`src/hdl/linkage_defines.vh`:
```
/*
  Register offsets, field positions, reset values and selector codes
  of the state linkage histogram block.
  Assumes inclusion by bare name from every design file that needs it.
*/
`ifndef LINKAGE_DEFINES_VH
`define LINKAGE_DEFINES_VH

// ************************************************************
// register byte offsets
// ************************************************************
`define OFS_CTRL        8'h00
`define OFS_STATUS      8'h04
`define OFS_EVENT_EN    8'h08
`define OFS_TOT_SAMPLES 8'h0C
`define OFS_TOT_LINKS   8'h10
`define OFS_LINK_BASE   8'h20
`define OFS_EVENT_BASE  8'h40
`define OFS_COUNT_BASE  8'h80
`define OFS_PCT_BASE    8'hA0

// ************************************************************
// control fields and reset values
// ************************************************************
`define CTRL_RUN_BIT    0
`define CTRL_CLEAR_BIT  1
`define CTRL_RATE_LSB   4
`define CTRL_RATE_MSB   7
`define LINK_EN_BIT     8
`define CTRL_RESET      32'h0000_0000
`define LINK_RESET      9'h000
`define EVENT_RESET     32'h0000_0000
`define LFSR_SEED       16'hACE1

// ************************************************************
// selector codes for link type positions
// ************************************************************
`define SEL_ANY         4'h8
`define SEL_OTHER       4'h9

// ************************************************************
// percentage scale
// ************************************************************
`define PCT_SCALE       40'h00_0000_0064

`endif

```
`src/hdl/sat_counter.v`:
```
/*
  Saturating 32-bit event counter with synchronous clear.
  Assumes one clock and a synchronous active-high reset.
*/
`timescale 1ns/1ps
`default_nettype none

module sat_counter (
  // clock and reset
  input  wire        clk_sys_in,
  input  wire        rst_in,
  // control
  input  wire        clear_in,
  input  wire        inc_in,
  // value
  output reg  [31:0] count_out
);

  // count, stick at all ones, clear on new measurement
  always @(posedge clk_sys_in) begin
    if (rst_in || clear_in) begin
      count_out <= 32'h0000_0000;
    end else if (inc_in && (count_out != 32'hFFFF_FFFF)) begin
      count_out <= count_out + 32'h0000_0001;
    end
  end

endmodule // sat_counter

`default_nettype wire

```
`src/hdl/pct_divider.v`:
```
/*
  Sequential restoring divider, one quotient bit per clock.
  Assumes start is a one-cycle pulse and inputs hold while busy.
*/
`timescale 1ns/1ps
`default_nettype none

module pct_divider (
  // clock and reset
  input  wire        clk_sys_in,
  input  wire        rst_in,
  // request
  input  wire        start_in,
  input  wire [39:0] num_in,
  input  wire [31:0] den_in,
  // answer
  output reg         done_out,
  output reg  [39:0] quo_out
);

  reg [32:0] rem_reg;
  reg [39:0] num_reg;
  reg [5:0]  step_reg;
  reg        busy_reg;
  wire [32:0] trial_w = {rem_reg[31:0], num_reg[39]};

  // shift, compare, subtract
  always @(posedge clk_sys_in) begin
    if (rst_in) begin
      rem_reg  <= 33'h0_0000_0000;
      num_reg  <= 40'h00_0000_0000;
      step_reg <= 6'h00;
      busy_reg <= 1'b0;
      done_out <= 1'b0;
      quo_out  <= 40'h00_0000_0000;
    end else begin
      done_out <= 1'b0;
      if (start_in) begin
        rem_reg  <= 33'h0_0000_0000;
        num_reg  <= num_in;
        step_reg <= 6'h28;
        busy_reg <= 1'b1;
        quo_out  <= 40'h00_0000_0000;
      end else if (busy_reg) begin
        num_reg <= {num_reg[38:0], 1'b0};
        if (trial_w >= {1'b0, den_in}) begin
          rem_reg <= trial_w - {1'b0, den_in};
          quo_out <= {quo_out[38:0], 1'b1};
        end else begin
          rem_reg <= trial_w;
          quo_out <= {quo_out[38:0], 1'b0};
        end
        step_reg <= step_reg - 6'h01;
        if (step_reg == 6'h01) begin
          busy_reg <= 1'b0;
          done_out <= 1'b1;
        end
      end
    end
  end

endmodule // pct_divider

`default_nettype wire

```
`src/hdl/state_linkage_histogram.v`:
```
/*
  State linkage histogram: sorts sampled target states into events,
  pairs consecutive samples into link types and keeps statistics,
  all reached over an Avalon-MM slave with waitrequest.
  Assumes the state bus is synchronous to clk_sys_in and that the
  bus master holds each request until waitrequest is seen low.
*/
// Added by the designer: register access over Avalon-MM and the register addresses.
`timescale 1ns/1ps
`default_nettype none
`include "linkage_defines.vh"

module state_linkage_histogram (
  // clock and reset
  input  wire        clk_sys_in,
  input  wire        rst_in,
  // target state bus
  input  wire [15:0] state_addr_in,
  input  wire [7:0]  state_data_in,
  input  wire [7:0]  state_stat_in,
  input  wire        state_valid_in,
  // avalon-mm slave
  input  wire [7:0]  avs_address_in,
  input  wire        avs_read_in,
  input  wire        avs_write_in,
  input  wire [31:0] avs_writedata_in,
  input  wire [3:0]  avs_byteenable_in,
  output reg  [31:0] avs_readdata_out,
  output reg         avs_waitrequest_out,
  // status
  output reg         running_out
);

  // ************************************************************
  // functions
  // ************************************************************

  // masked compare of one state against one event; mask zero ignores
  function ev_match;
    input [15:0] a;
    input [7:0]  d;
    input [7:0]  s;
    input [31:0] wa;
    input [31:0] wd;
    begin
      ev_match = (((a ^ wa[15:0]) & wa[31:16]) == 16'h0000) &&
                 (((d ^ wd[7:0]) & wd[15:8]) == 8'h00) &&
                 (((s ^ wd[23:16]) & wd[31:24]) == 8'h00);
    end
  endfunction

  // selector against the event hits of one sample
  function sel_hit;
    input [3:0] sel;
    input [7:0] hits;
    begin
      if (sel == `SEL_ANY) begin
        sel_hit = 1'b1;
      end else if (sel[3] == 1'b0) begin
        sel_hit = hits[sel[2:0]];
      end else begin
        sel_hit = 1'b0;
      end
    end
  endfunction

  // byte-enable merge of a write
  function [31:0] merge_be;
    input [31:0] old;
    input [31:0] wdat;
    input [3:0]  be;
    integer k;
    begin
      merge_be = old;
      for (k = 0; k < 4; k = k + 1) begin
        if (be[k]) begin
          merge_be[k*8 +: 8] = wdat[k*8 +: 8];
        end
      end
    end
  endfunction

  // ************************************************************
  // configuration registers
  // ************************************************************
  reg  [31:0] ctrl_reg;
  reg  [7:0]  ev_en_reg;
  reg  [8:0]  link_reg [0:7];
  reg  [31:0] ev_a_reg [0:7];
  reg  [31:0] ev_d_reg [0:7];
  reg         clear_reg;
  reg  [15:0] lfsr_reg;

  // ************************************************************
  // sampling pipeline
  // ************************************************************
  reg  [7:0]  cur_hit_reg;
  reg  [7:0]  prev_hit_reg;
  reg         cap_last_reg;
  reg         pair_ok_reg;
  reg         samp_stb_reg;
  reg  [7:0]  hit_next;
  reg  [15:0] rate_mask_next;
  wire        gate_w;
  integer     e;

  // event recognition of the incoming state
  // eight enabled events
  always @* begin
    hit_next = 8'h00;
    for (e = 0; e < 8; e = e + 1) begin
      hit_next[e] = ev_en_reg[e] &
                    ev_match(state_addr_in, state_data_in, state_stat_in,
                             ev_a_reg[e], ev_d_reg[e]);
    end
  end

  // random gate mask from the rate field
  always @* begin
    rate_mask_next = (16'h0001 << ctrl_reg[`CTRL_RATE_MSB:`CTRL_RATE_LSB]) - 16'h0001;
  end
  assign gate_w = ((lfsr_reg & rate_mask_next) == 16'h0000);

  // continuous capture; a skipped state breaks the pair
  // continuous random sampling
  always @(posedge clk_sys_in) begin
    if (rst_in) begin
      lfsr_reg     <= `LFSR_SEED;
      cur_hit_reg  <= 8'h00;
      prev_hit_reg <= 8'h00;
      cap_last_reg <= 1'b0;
      pair_ok_reg  <= 1'b0;
      samp_stb_reg <= 1'b0;
    end else begin
      lfsr_reg     <= {lfsr_reg[14:0], lfsr_reg[15] ^ lfsr_reg[13] ^
                       lfsr_reg[12] ^ lfsr_reg[10]};
      samp_stb_reg <= 1'b0;
      if (clear_reg || !ctrl_reg[`CTRL_RUN_BIT]) begin
        cap_last_reg <= 1'b0;
        pair_ok_reg  <= 1'b0;
      end else if (state_valid_in) begin
        if (gate_w) begin
          samp_stb_reg <= 1'b1;
          cur_hit_reg  <= hit_next;
          prev_hit_reg <= cur_hit_reg;
          pair_ok_reg  <= cap_last_reg;
          cap_last_reg <= 1'b1;
        end else begin
          cap_last_reg <= 1'b0;
        end
      end
    end
  end

  // ************************************************************
  // link type classification
  // ************************************************************
  reg  [7:0] base_ok;
  reg  [7:0] type_hit;
  reg        blocked;
  reg        lo;
  reg        to;
  integer    i;
  integer    j;

  always @* begin
    base_ok  = 8'h00;
    type_hit = 8'h00;
    blocked  = 1'b0;
    lo       = 1'b0;
    to       = 1'b0;
    for (i = 0; i < 8; i = i + 1) begin
      base_ok[i] = link_reg[i][`LINK_EN_BIT] &&
                   (link_reg[i][3:0] != `SEL_OTHER) &&
                   (link_reg[i][7:4] != `SEL_OTHER) &&
                   sel_hit(link_reg[i][3:0], prev_hit_reg) &&
                   sel_hit(link_reg[i][7:4], cur_hit_reg);
    end
    for (i = 0; i < 8; i = i + 1) begin
      lo = (link_reg[i][3:0] == `SEL_OTHER);
      to = (link_reg[i][7:4] == `SEL_OTHER);
      blocked = 1'b0;
      for (j = 0; j < 8; j = j + 1) begin
        // both positions other: any plain hit blocks the pair
        if ((j != i) && base_ok[j] &&
            ((lo && to) ||
             ((!lo || (link_reg[j][7:4] == link_reg[i][7:4])) &&
              (!to || (link_reg[j][3:0] == link_reg[i][3:0]))))) begin
          blocked = 1'b1;
        end
      end
      type_hit[i] = base_ok[i] |
                    (link_reg[i][`LINK_EN_BIT] && (lo || to) && !blocked &&
                     (lo || sel_hit(link_reg[i][3:0], prev_hit_reg)) &&
                     (to || sel_hit(link_reg[i][7:4], cur_hit_reg)));
    end
    type_hit = type_hit & {8{pair_ok_reg}};
  end

  // ************************************************************
  // statistics counters
  // ************************************************************
  wire [31:0] samples_w;
  wire [31:0] links_w;
  wire [31:0] type_cnt_w [0:7];

  sat_counter u_samples (
    .clk_sys_in (clk_sys_in),
    .rst_in     (rst_in),
    .clear_in   (clear_reg),
    .inc_in     (samp_stb_reg),
    .count_out  (samples_w)
  );

  sat_counter u_links (
    .clk_sys_in (clk_sys_in),
    .rst_in     (rst_in),
    .clear_in   (clear_reg),
    .inc_in     (samp_stb_reg & (|type_hit)),
    .count_out  (links_w)
  );

  genvar g;
  generate
    for (g = 0; g < 8; g = g + 1) begin : g_type
      sat_counter u_type (
        .clk_sys_in (clk_sys_in),
        .rst_in     (rst_in),
        .clear_in   (clear_reg),
        .inc_in     (samp_stb_reg & type_hit[g]),
        .count_out  (type_cnt_w[g])
      );
    end
  endgenerate

  // ************************************************************
  // percentage divider
  // ************************************************************
  reg         div_start_reg;
  reg  [39:0] div_num_reg;
  wire        div_done_w;
  wire [39:0] div_quo_w;

  pct_divider u_div (
    .clk_sys_in (clk_sys_in),
    .rst_in     (rst_in),
    .start_in   (div_start_reg),
    .num_in     (div_num_reg),
    .den_in     (links_w),
    .done_out   (div_done_w),
    .quo_out    (div_quo_w)
  );

  // ************************************************************
  // avalon slave
  // ************************************************************
  localparam [1:0] ST_IDLE = 2'b00;
  localparam [1:0] ST_DIV  = 2'b01;
  localparam [1:0] ST_ACK  = 2'b10;

  reg  [1:0]  state_reg;
  reg  [31:0] rd_next;
  localparam [7:0] PCT_BASE = `OFS_PCT_BASE;
  wire [2:0]  idx_w = avs_address_in[4:2];
  wire        is_pct_w = (avs_address_in[7:5] == PCT_BASE[7:5]);
  // lane merge of a link type write, cut to the 9 stored bits below
  wire [31:0] link_merge_w = merge_be({23'h00_0000, link_reg[idx_w]},
                                      avs_writedata_in, avs_byteenable_in);
  integer     r;

  // read mux of the plain registers
  always @* begin
    rd_next = 32'h0000_0000;
    case (avs_address_in[7:5])
      3'h0: begin
        case (avs_address_in)
          `OFS_CTRL:        rd_next = ctrl_reg & ~(32'h0000_0001 << `CTRL_CLEAR_BIT);
          `OFS_STATUS:      rd_next = {31'h0000_0000, ctrl_reg[`CTRL_RUN_BIT]};
          `OFS_EVENT_EN:    rd_next = {24'h00_0000, ev_en_reg};
          `OFS_TOT_SAMPLES: rd_next = samples_w;
          `OFS_TOT_LINKS:   rd_next = links_w;
          default:          rd_next = 32'h0000_0000;
        endcase
      end
      3'h1:    rd_next = {23'h00_0000, link_reg[idx_w]};
      3'h2:    rd_next = avs_address_in[2] ? ev_d_reg[avs_address_in[4:3]] :
                                             ev_a_reg[avs_address_in[4:3]];
      3'h3:    rd_next = avs_address_in[2] ? ev_d_reg[{1'b1, avs_address_in[4:3]}] :
                                             ev_a_reg[{1'b1, avs_address_in[4:3]}];
      3'h4:    rd_next = type_cnt_w[idx_w];
      default: rd_next = 32'h0000_0000;
    endcase
  end

  // handshake: one wait cycle, or until the divider is done
  always @(posedge clk_sys_in) begin
    if (rst_in) begin
      state_reg           <= ST_IDLE;
      avs_waitrequest_out <= 1'b1;
      avs_readdata_out    <= 32'h0000_0000;
      div_start_reg       <= 1'b0;
      div_num_reg         <= 40'h00_0000_0000;
    end else begin
      div_start_reg <= 1'b0;
      case (state_reg)
        ST_IDLE: begin
          if (avs_read_in && is_pct_w) begin
            div_num_reg   <= {8'h00, type_cnt_w[idx_w]} * `PCT_SCALE;
            div_start_reg <= 1'b1;
            state_reg     <= ST_DIV;
          end else if (avs_read_in || avs_write_in) begin
            avs_readdata_out    <= avs_read_in ? rd_next : 32'h0000_0000;
            avs_waitrequest_out <= 1'b0;
            state_reg           <= ST_ACK;
          end
        end
        ST_DIV: begin
          if (div_done_w) begin
            avs_readdata_out    <= (links_w == 32'h0000_0000) ? 32'h0000_0000 :
                                   div_quo_w[31:0];
            avs_waitrequest_out <= 1'b0;
            state_reg           <= ST_ACK;
          end
        end
        ST_ACK: begin
          avs_waitrequest_out <= 1'b1;
          state_reg           <= ST_IDLE;
        end
        default: begin
          avs_waitrequest_out <= 1'b1;
          state_reg           <= ST_IDLE;
        end
      endcase
    end
  end

  // register writes land on the edge that completes the transfer
  // run start clears counters
  always @(posedge clk_sys_in) begin
    if (rst_in) begin
      ctrl_reg    <= `CTRL_RESET;
      ev_en_reg   <= 8'h00;
      clear_reg   <= 1'b0;
      running_out <= 1'b0;
      for (r = 0; r < 8; r = r + 1) begin
        link_reg[r] <= `LINK_RESET;
        ev_a_reg[r] <= `EVENT_RESET;
        ev_d_reg[r] <= `EVENT_RESET;
      end
    end else begin
      clear_reg   <= 1'b0;
      running_out <= ctrl_reg[`CTRL_RUN_BIT];
      if ((state_reg == ST_ACK) && avs_write_in) begin
        case (avs_address_in[7:5])
          3'h0: begin
            if (avs_address_in == `OFS_CTRL) begin
              ctrl_reg  <= merge_be(ctrl_reg, avs_writedata_in, avs_byteenable_in) &
                           ~(32'h0000_0001 << `CTRL_CLEAR_BIT);
              clear_reg <= avs_byteenable_in[0] &&
                           (avs_writedata_in[`CTRL_CLEAR_BIT] ||
                            (avs_writedata_in[`CTRL_RUN_BIT] && !ctrl_reg[`CTRL_RUN_BIT]));
            end else if ((avs_address_in == `OFS_EVENT_EN) && avs_byteenable_in[0]) begin
              ev_en_reg <= avs_writedata_in[7:0];
            end
          end
          3'h1: begin
            link_reg[idx_w] <= link_merge_w[8:0];
          end
          3'h2, 3'h3: begin
            if (avs_address_in[2]) begin
              ev_d_reg[{avs_address_in[5], avs_address_in[4:3]}] <=
                merge_be(ev_d_reg[{avs_address_in[5], avs_address_in[4:3]}],
                         avs_writedata_in, avs_byteenable_in);
            end else begin
              ev_a_reg[{avs_address_in[5], avs_address_in[4:3]}] <=
                merge_be(ev_a_reg[{avs_address_in[5], avs_address_in[4:3]}],
                         avs_writedata_in, avs_byteenable_in);
            end
          end
          default: begin
            ctrl_reg <= ctrl_reg;
          end
        endcase
      end
    end
  end

endmodule // state_linkage_histogram

`default_nettype wire

```
`config.mk`:
```
export PLATFORM = sky130hd
export DESIGN_NAME = state_linkage_histogram
export DESIGN_NICKNAME = d
export VERILOG_FILES = /design/src/hdl/sat_counter.v /design/src/hdl/pct_divider.v /design/src/hdl/state_linkage_histogram.v
export VERILOG_INCLUDE_DIRS = /design/src /design/src/hdl
export SDC_FILE = /design/constraint.sdc
export NUM_CORES = 2
export LEC_CHECK = 0
export BUFFER_PORTS_ARGS = -buffer_cell sky130_fd_sc_hd__buf_2
export CORE_MARGIN = 4
export CORE_UTILIZATION = 35
export DETAILED_ROUTE_END_ITERATION = 7
export PLACE_DENSITY_LB_ADDON = 0.1
export SYNTH_ARGS = -nofsm -noshare
export SYNTH_HDL_FRONTEND = slang
export SYNTH_SLANG_ARGS = --single-unit
```
`constraint.sdc`:
```
create_clock -name clk_sys_in -period 7.5 [get_ports clk_sys_in]
set_clock_uncertainty 0.2 [all_clocks]
set_input_delay 1.125 -clock clk_sys_in [delete_from_list [all_inputs] [get_ports clk_sys_in]]
set_output_delay 1.125 -clock clk_sys_in [all_outputs]
set_load 0.01 [all_outputs]
```
==> out/qor.txt <==
Async set-reset flop share out of synthesis - 0%
Worst skew pair latency - 810 ps
Clk root buf - sky130_fd_sc_hd__clkbuf_16
Routed vias/inst - 5.72
Final Hold Viols - 0
Count of flip-flops with a built-in enable after synthesis - 584
Instance count of the mapped netlist - 6,710
Dominant cells by area after synthesis - sky130_fd_sc_hd__edfxtp_1 (26%), sky130_fd_sc_hd__dfxtp_1 (17%), sky130_fd_sc_hd__mux4_2 (7.8%), sky130_fd_sc_hd__xor2_1 (6.6%), sky130_fd_sc_hd__and2_1 (4.9%)
Hold Path Stages - 2
Global placer's final weighted congestion - 0.966
Slew Viols, Final - 0
Final HPWL from detailed placement - 205,000 um
Total global routing track utilization - 26.3%
Maximum fanout along the worst path - 33
Die boundary width - 449 um
TritonCTS clock tree - yes
Die footprint - 201,000 sq um
Maximum clock rate - 0.155 GHz
Setup slack of the critical path after layout - 1070 ps
1st-pass router iterations - 8
Largest net degree at the start of global routing - 190
Post-CTS setup buffers - 0
Final total negative setup slack - 0 ps
Number of placement rows - 161
Reported max-cap violation count - 0
Critical path capture point type - flip-flop
Run status - finished with violations
Final-layout worst hold slack - 245 ps
Average detailed-routed wire length per instance - 29.4 um
Place WS - 283 ps
First-pass GRT wire length - 386,000 um
Port-buffer cells - 114
Fin crit share - 85.7%
Share of synthesized area occupied by flip-flops and latches - 42.8%
Peak supply drop - 0.238 mV
Clock-pin slew on the worst setup and hold paths - 60 ps
Number of global-route vias before repair - 51,081
Final Core Density - 39.1%
Number of buffers on the longest clock path - 3
Initial standard-cell utilization of the core - 35.3%
Final Routed Wirelength - 273,000 um
Initial DRC Count - 5,540
Clock buffers created by TritonCTS - 142
Post-route non-filler standard cell count - 9,282
Initial antenna violation count - 42
Cell depth of the worst flop-to-flop path - 19
Layout cells sized above 1 - 12.0%
Synth area leader - sky130_fd_sc_hd__edfxtp_1
Final Critical Period - 6430 ps
Area share of the largest cell type after synthesis - 25.8%
Yosys warns - 0
Final antenna-violating net count - 0
Post-synth design cell area - 68,000 sq um
Overall power consumption - 15.3 mW
Min-Delay Path Class - reg2reg
# nets final - 6,881
Number of DRC violations after detailed routing - 2
Via total after detailed routing - 53,110
Area added between synthesis and finish - 10.9%
Power density normalized to cell area - 203 nW/um^2
Lkg Pwr - 27.7 nW
Number of top-level design ports - 115
Ranking of synthesized cells by instance count - sky130_fd_sc_hd__nor2_1 (725), sky130_fd_sc_hd__edfxtp_1 (584), sky130_fd_sc_hd__dfxtp_1 (579), sky130_fd_sc_hd__and2_1 (533), sky130_fd_sc_hd__xor2_1 (511)
Count of different cell masters after synthesis - 107
Area of all placed cells without fillers - 75,400 sq um
Slew at the pin with the worst max-slew slack - 1290 ps
Type of the worst setup path - in2reg
Maximum level of the CTS H-tree - 4
Overall die height - 449 um
Most numerous cell in the Yosys netlist - sky130_fd_sc_hd__nor2_1
Worst Setup Start Kind - primary input
Sinks on Clock Net - 1,163
Post-CTS Resized - 0
Violated checks - DRC
Mean Syn Cell Area - 10.1 sq um
Arrival time of the worst setup path - 6920 ps
Post-Synthesis Net Count - 6,965
Area after detailed placement - 70,800 sq um
Placed cell count - 9,008
Setup-violating endpoint count in the final report - 0
Core ar. - 193,000 sq um
Number of buffers inserted by hold repair at cts - 0
Critical Path RT - 7990 ps
Total congestion overflow - 0
Primary FF master, synth - sky130_fd_sc_hd__edfxtp_1
Worst slew margin relative to its limit - 14.1%
Number of flip-flops and latches in the synthesized netlist - 1,163
Unrepaired setup endpoints after global routing - false
==> cell families (layout without fill, tap and decap cells) <==
family | after synthesis | in the layout | synth area share (%)
buffers and inverters | 675 | 702 | 3.91
adders and majority gates | 174 | 174 | 3.51
xor gates and xnor gates | 763 | 763 | 9.83
other | 0 | 19 | 0
and+or+nand+nor | 2501 | 2501 | 19.0
muxes | 478 | 478 | 11.5
AOI/OAI and AO/OA | 956 | 956 | 9.42
DFF | 1163 | 1163 | 42.8
==> power breakdown <==
group / switching, mW / internal (mW)
Sequential: 0.196 / 6.80
Combinational: 0.976 / 0.468
Clock: 2.91 / 3.98
Total: 4.09 / 11.2
==> worst max-delay path, stage by stage <==
cell,delay (ps)
sky130_fd_sc_hd__buf_8,260
sky130_fd_sc_hd__mux4_2,550
sky130_fd_sc_hd__mux2_2,340
sky130_fd_sc_hd__ha_1,320
sky130_fd_sc_hd__ha_1,280
sky130_fd_sc_hd__inv_1,50
sky130_fd_sc_hd__fa_1,490
sky130_fd_sc_hd__inv_1,40
sky130_fd_sc_hd__ha_1,320
sky130_fd_sc_hd__a21oi_1,180
sky130_fd_sc_hd__o21bai_1,130
sky130_fd_sc_hd__a2111oi_0,700
sky130_fd_sc_hd__nor3b_1,160
sky130_fd_sc_hd__a221o_1,380
sky130_fd_sc_hd__a221o_1,390
sky130_fd_sc_hd__o21ai_0,310
sky130_fd_sc_hd__a31oi_1,180
sky130_fd_sc_hd__o41ai_1,360
sky130_fd_sc_hd__mux2i_1,250
sky130_fd_sc_hd__nand2_1,60
==> final timing paths <==
kind,slack [ps],start,endpoint
worst max-delay path,1070,avs_address_in[3],div_num_reg[38]
worst min-delay path,250,lfsr_reg[1],lfsr_reg[2]
worst max register to register,1310,g_type[1].u_type.count_out[2],div_num_reg[38]
worst min register to register,250,lfsr_reg[1],lfsr_reg[2]
==> final cells by class <==
type / instances / area, sq um
diodes: 19 / 47.5
clock buffers: 204 / 4050
clock inverters: 51 / 517
fillers: 18927 / 117000
inverters: 249 / 935
multi-input cells: 4872 / 36300
flip-flops and latches: 1163 / 29100
well taps: 2526 / 3160
repair buffers: 198 / 1270
==> metal layers <==
layer	vias up	global-route usage (%)	share of wire (%)
met3	521	3.91	6.6
met1	26546	35.6	43
met5	-	0	0.012
li1	23950	-	-
met2	2089	41.3	45
met4	4	12.4	5.1
==> layout by cell type (no fill, tap or decap), types with 31 or more instances in the layout <==
cell type | netlist | final
sky130_fd_sc_hd__a21oi_1 | 282 | 282
sky130_fd_sc_hd__mux4_2 | 235 | 235
sky130_fd_sc_hd__ha_1 | 146 | 146
sky130_fd_sc_hd__mux2i_1 | 197 | 197
sky130_fd_sc_hd__or2_2 | 82 | 81
sky130_fd_sc_hd__a21o_1 | 43 | 43
sky130_fd_sc_hd__buf_2 | 31 | 110
sky130_fd_sc_hd__xnor2_1 | 252 | 252
sky130_fd_sc_hd__inv_1 | 247 | 247
sky130_fd_sc_hd__nor3_1 | 84 | 81
sky130_fd_sc_hd__buf_4 | 0 | 81
sky130_fd_sc_hd__and2_1 | 533 | 533
sky130_fd_sc_hd__and3_1 | 61 | 61
sky130_fd_sc_hd__nor4_1 | 67 | 66
sky130_fd_sc_hd__nand4_1 | 142 | 142
sky130_fd_sc_hd__mux2_2 | 43 | 43
sky130_fd_sc_hd__o22ai_1 | 51 | 51
sky130_fd_sc_hd__a22oi_1 | 138 | 138
sky130_fd_sc_hd__nand2_1 | 357 | 357
sky130_fd_sc_hd__dfxtp_1 | 579 | 577
sky130_fd_sc_hd__xor2_1 | 511 | 511
sky130_fd_sc_hd__a222oi_1 | 33 | 33
sky130_fd_sc_hd__nor2_1 | 725 | 721
sky130_fd_sc_hd__a211oi_1 | 55 | 54
sky130_fd_sc_hd__nor2b_1 | 31 | 31
sky130_fd_sc_hd__clkbuf_16 | 0 | 148
sky130_fd_sc_hd__or3_1 | 79 | 79
sky130_fd_sc_hd__clkbuf_1 | 327 | 42
sky130_fd_sc_hd__o21ai_0 | 117 | 117
sky130_fd_sc_hd__edfxtp_1 | 584 | 584
sky130_fd_sc_hd__nand3_1 | 194 | 193
Power figures use the tool's default switching activity.
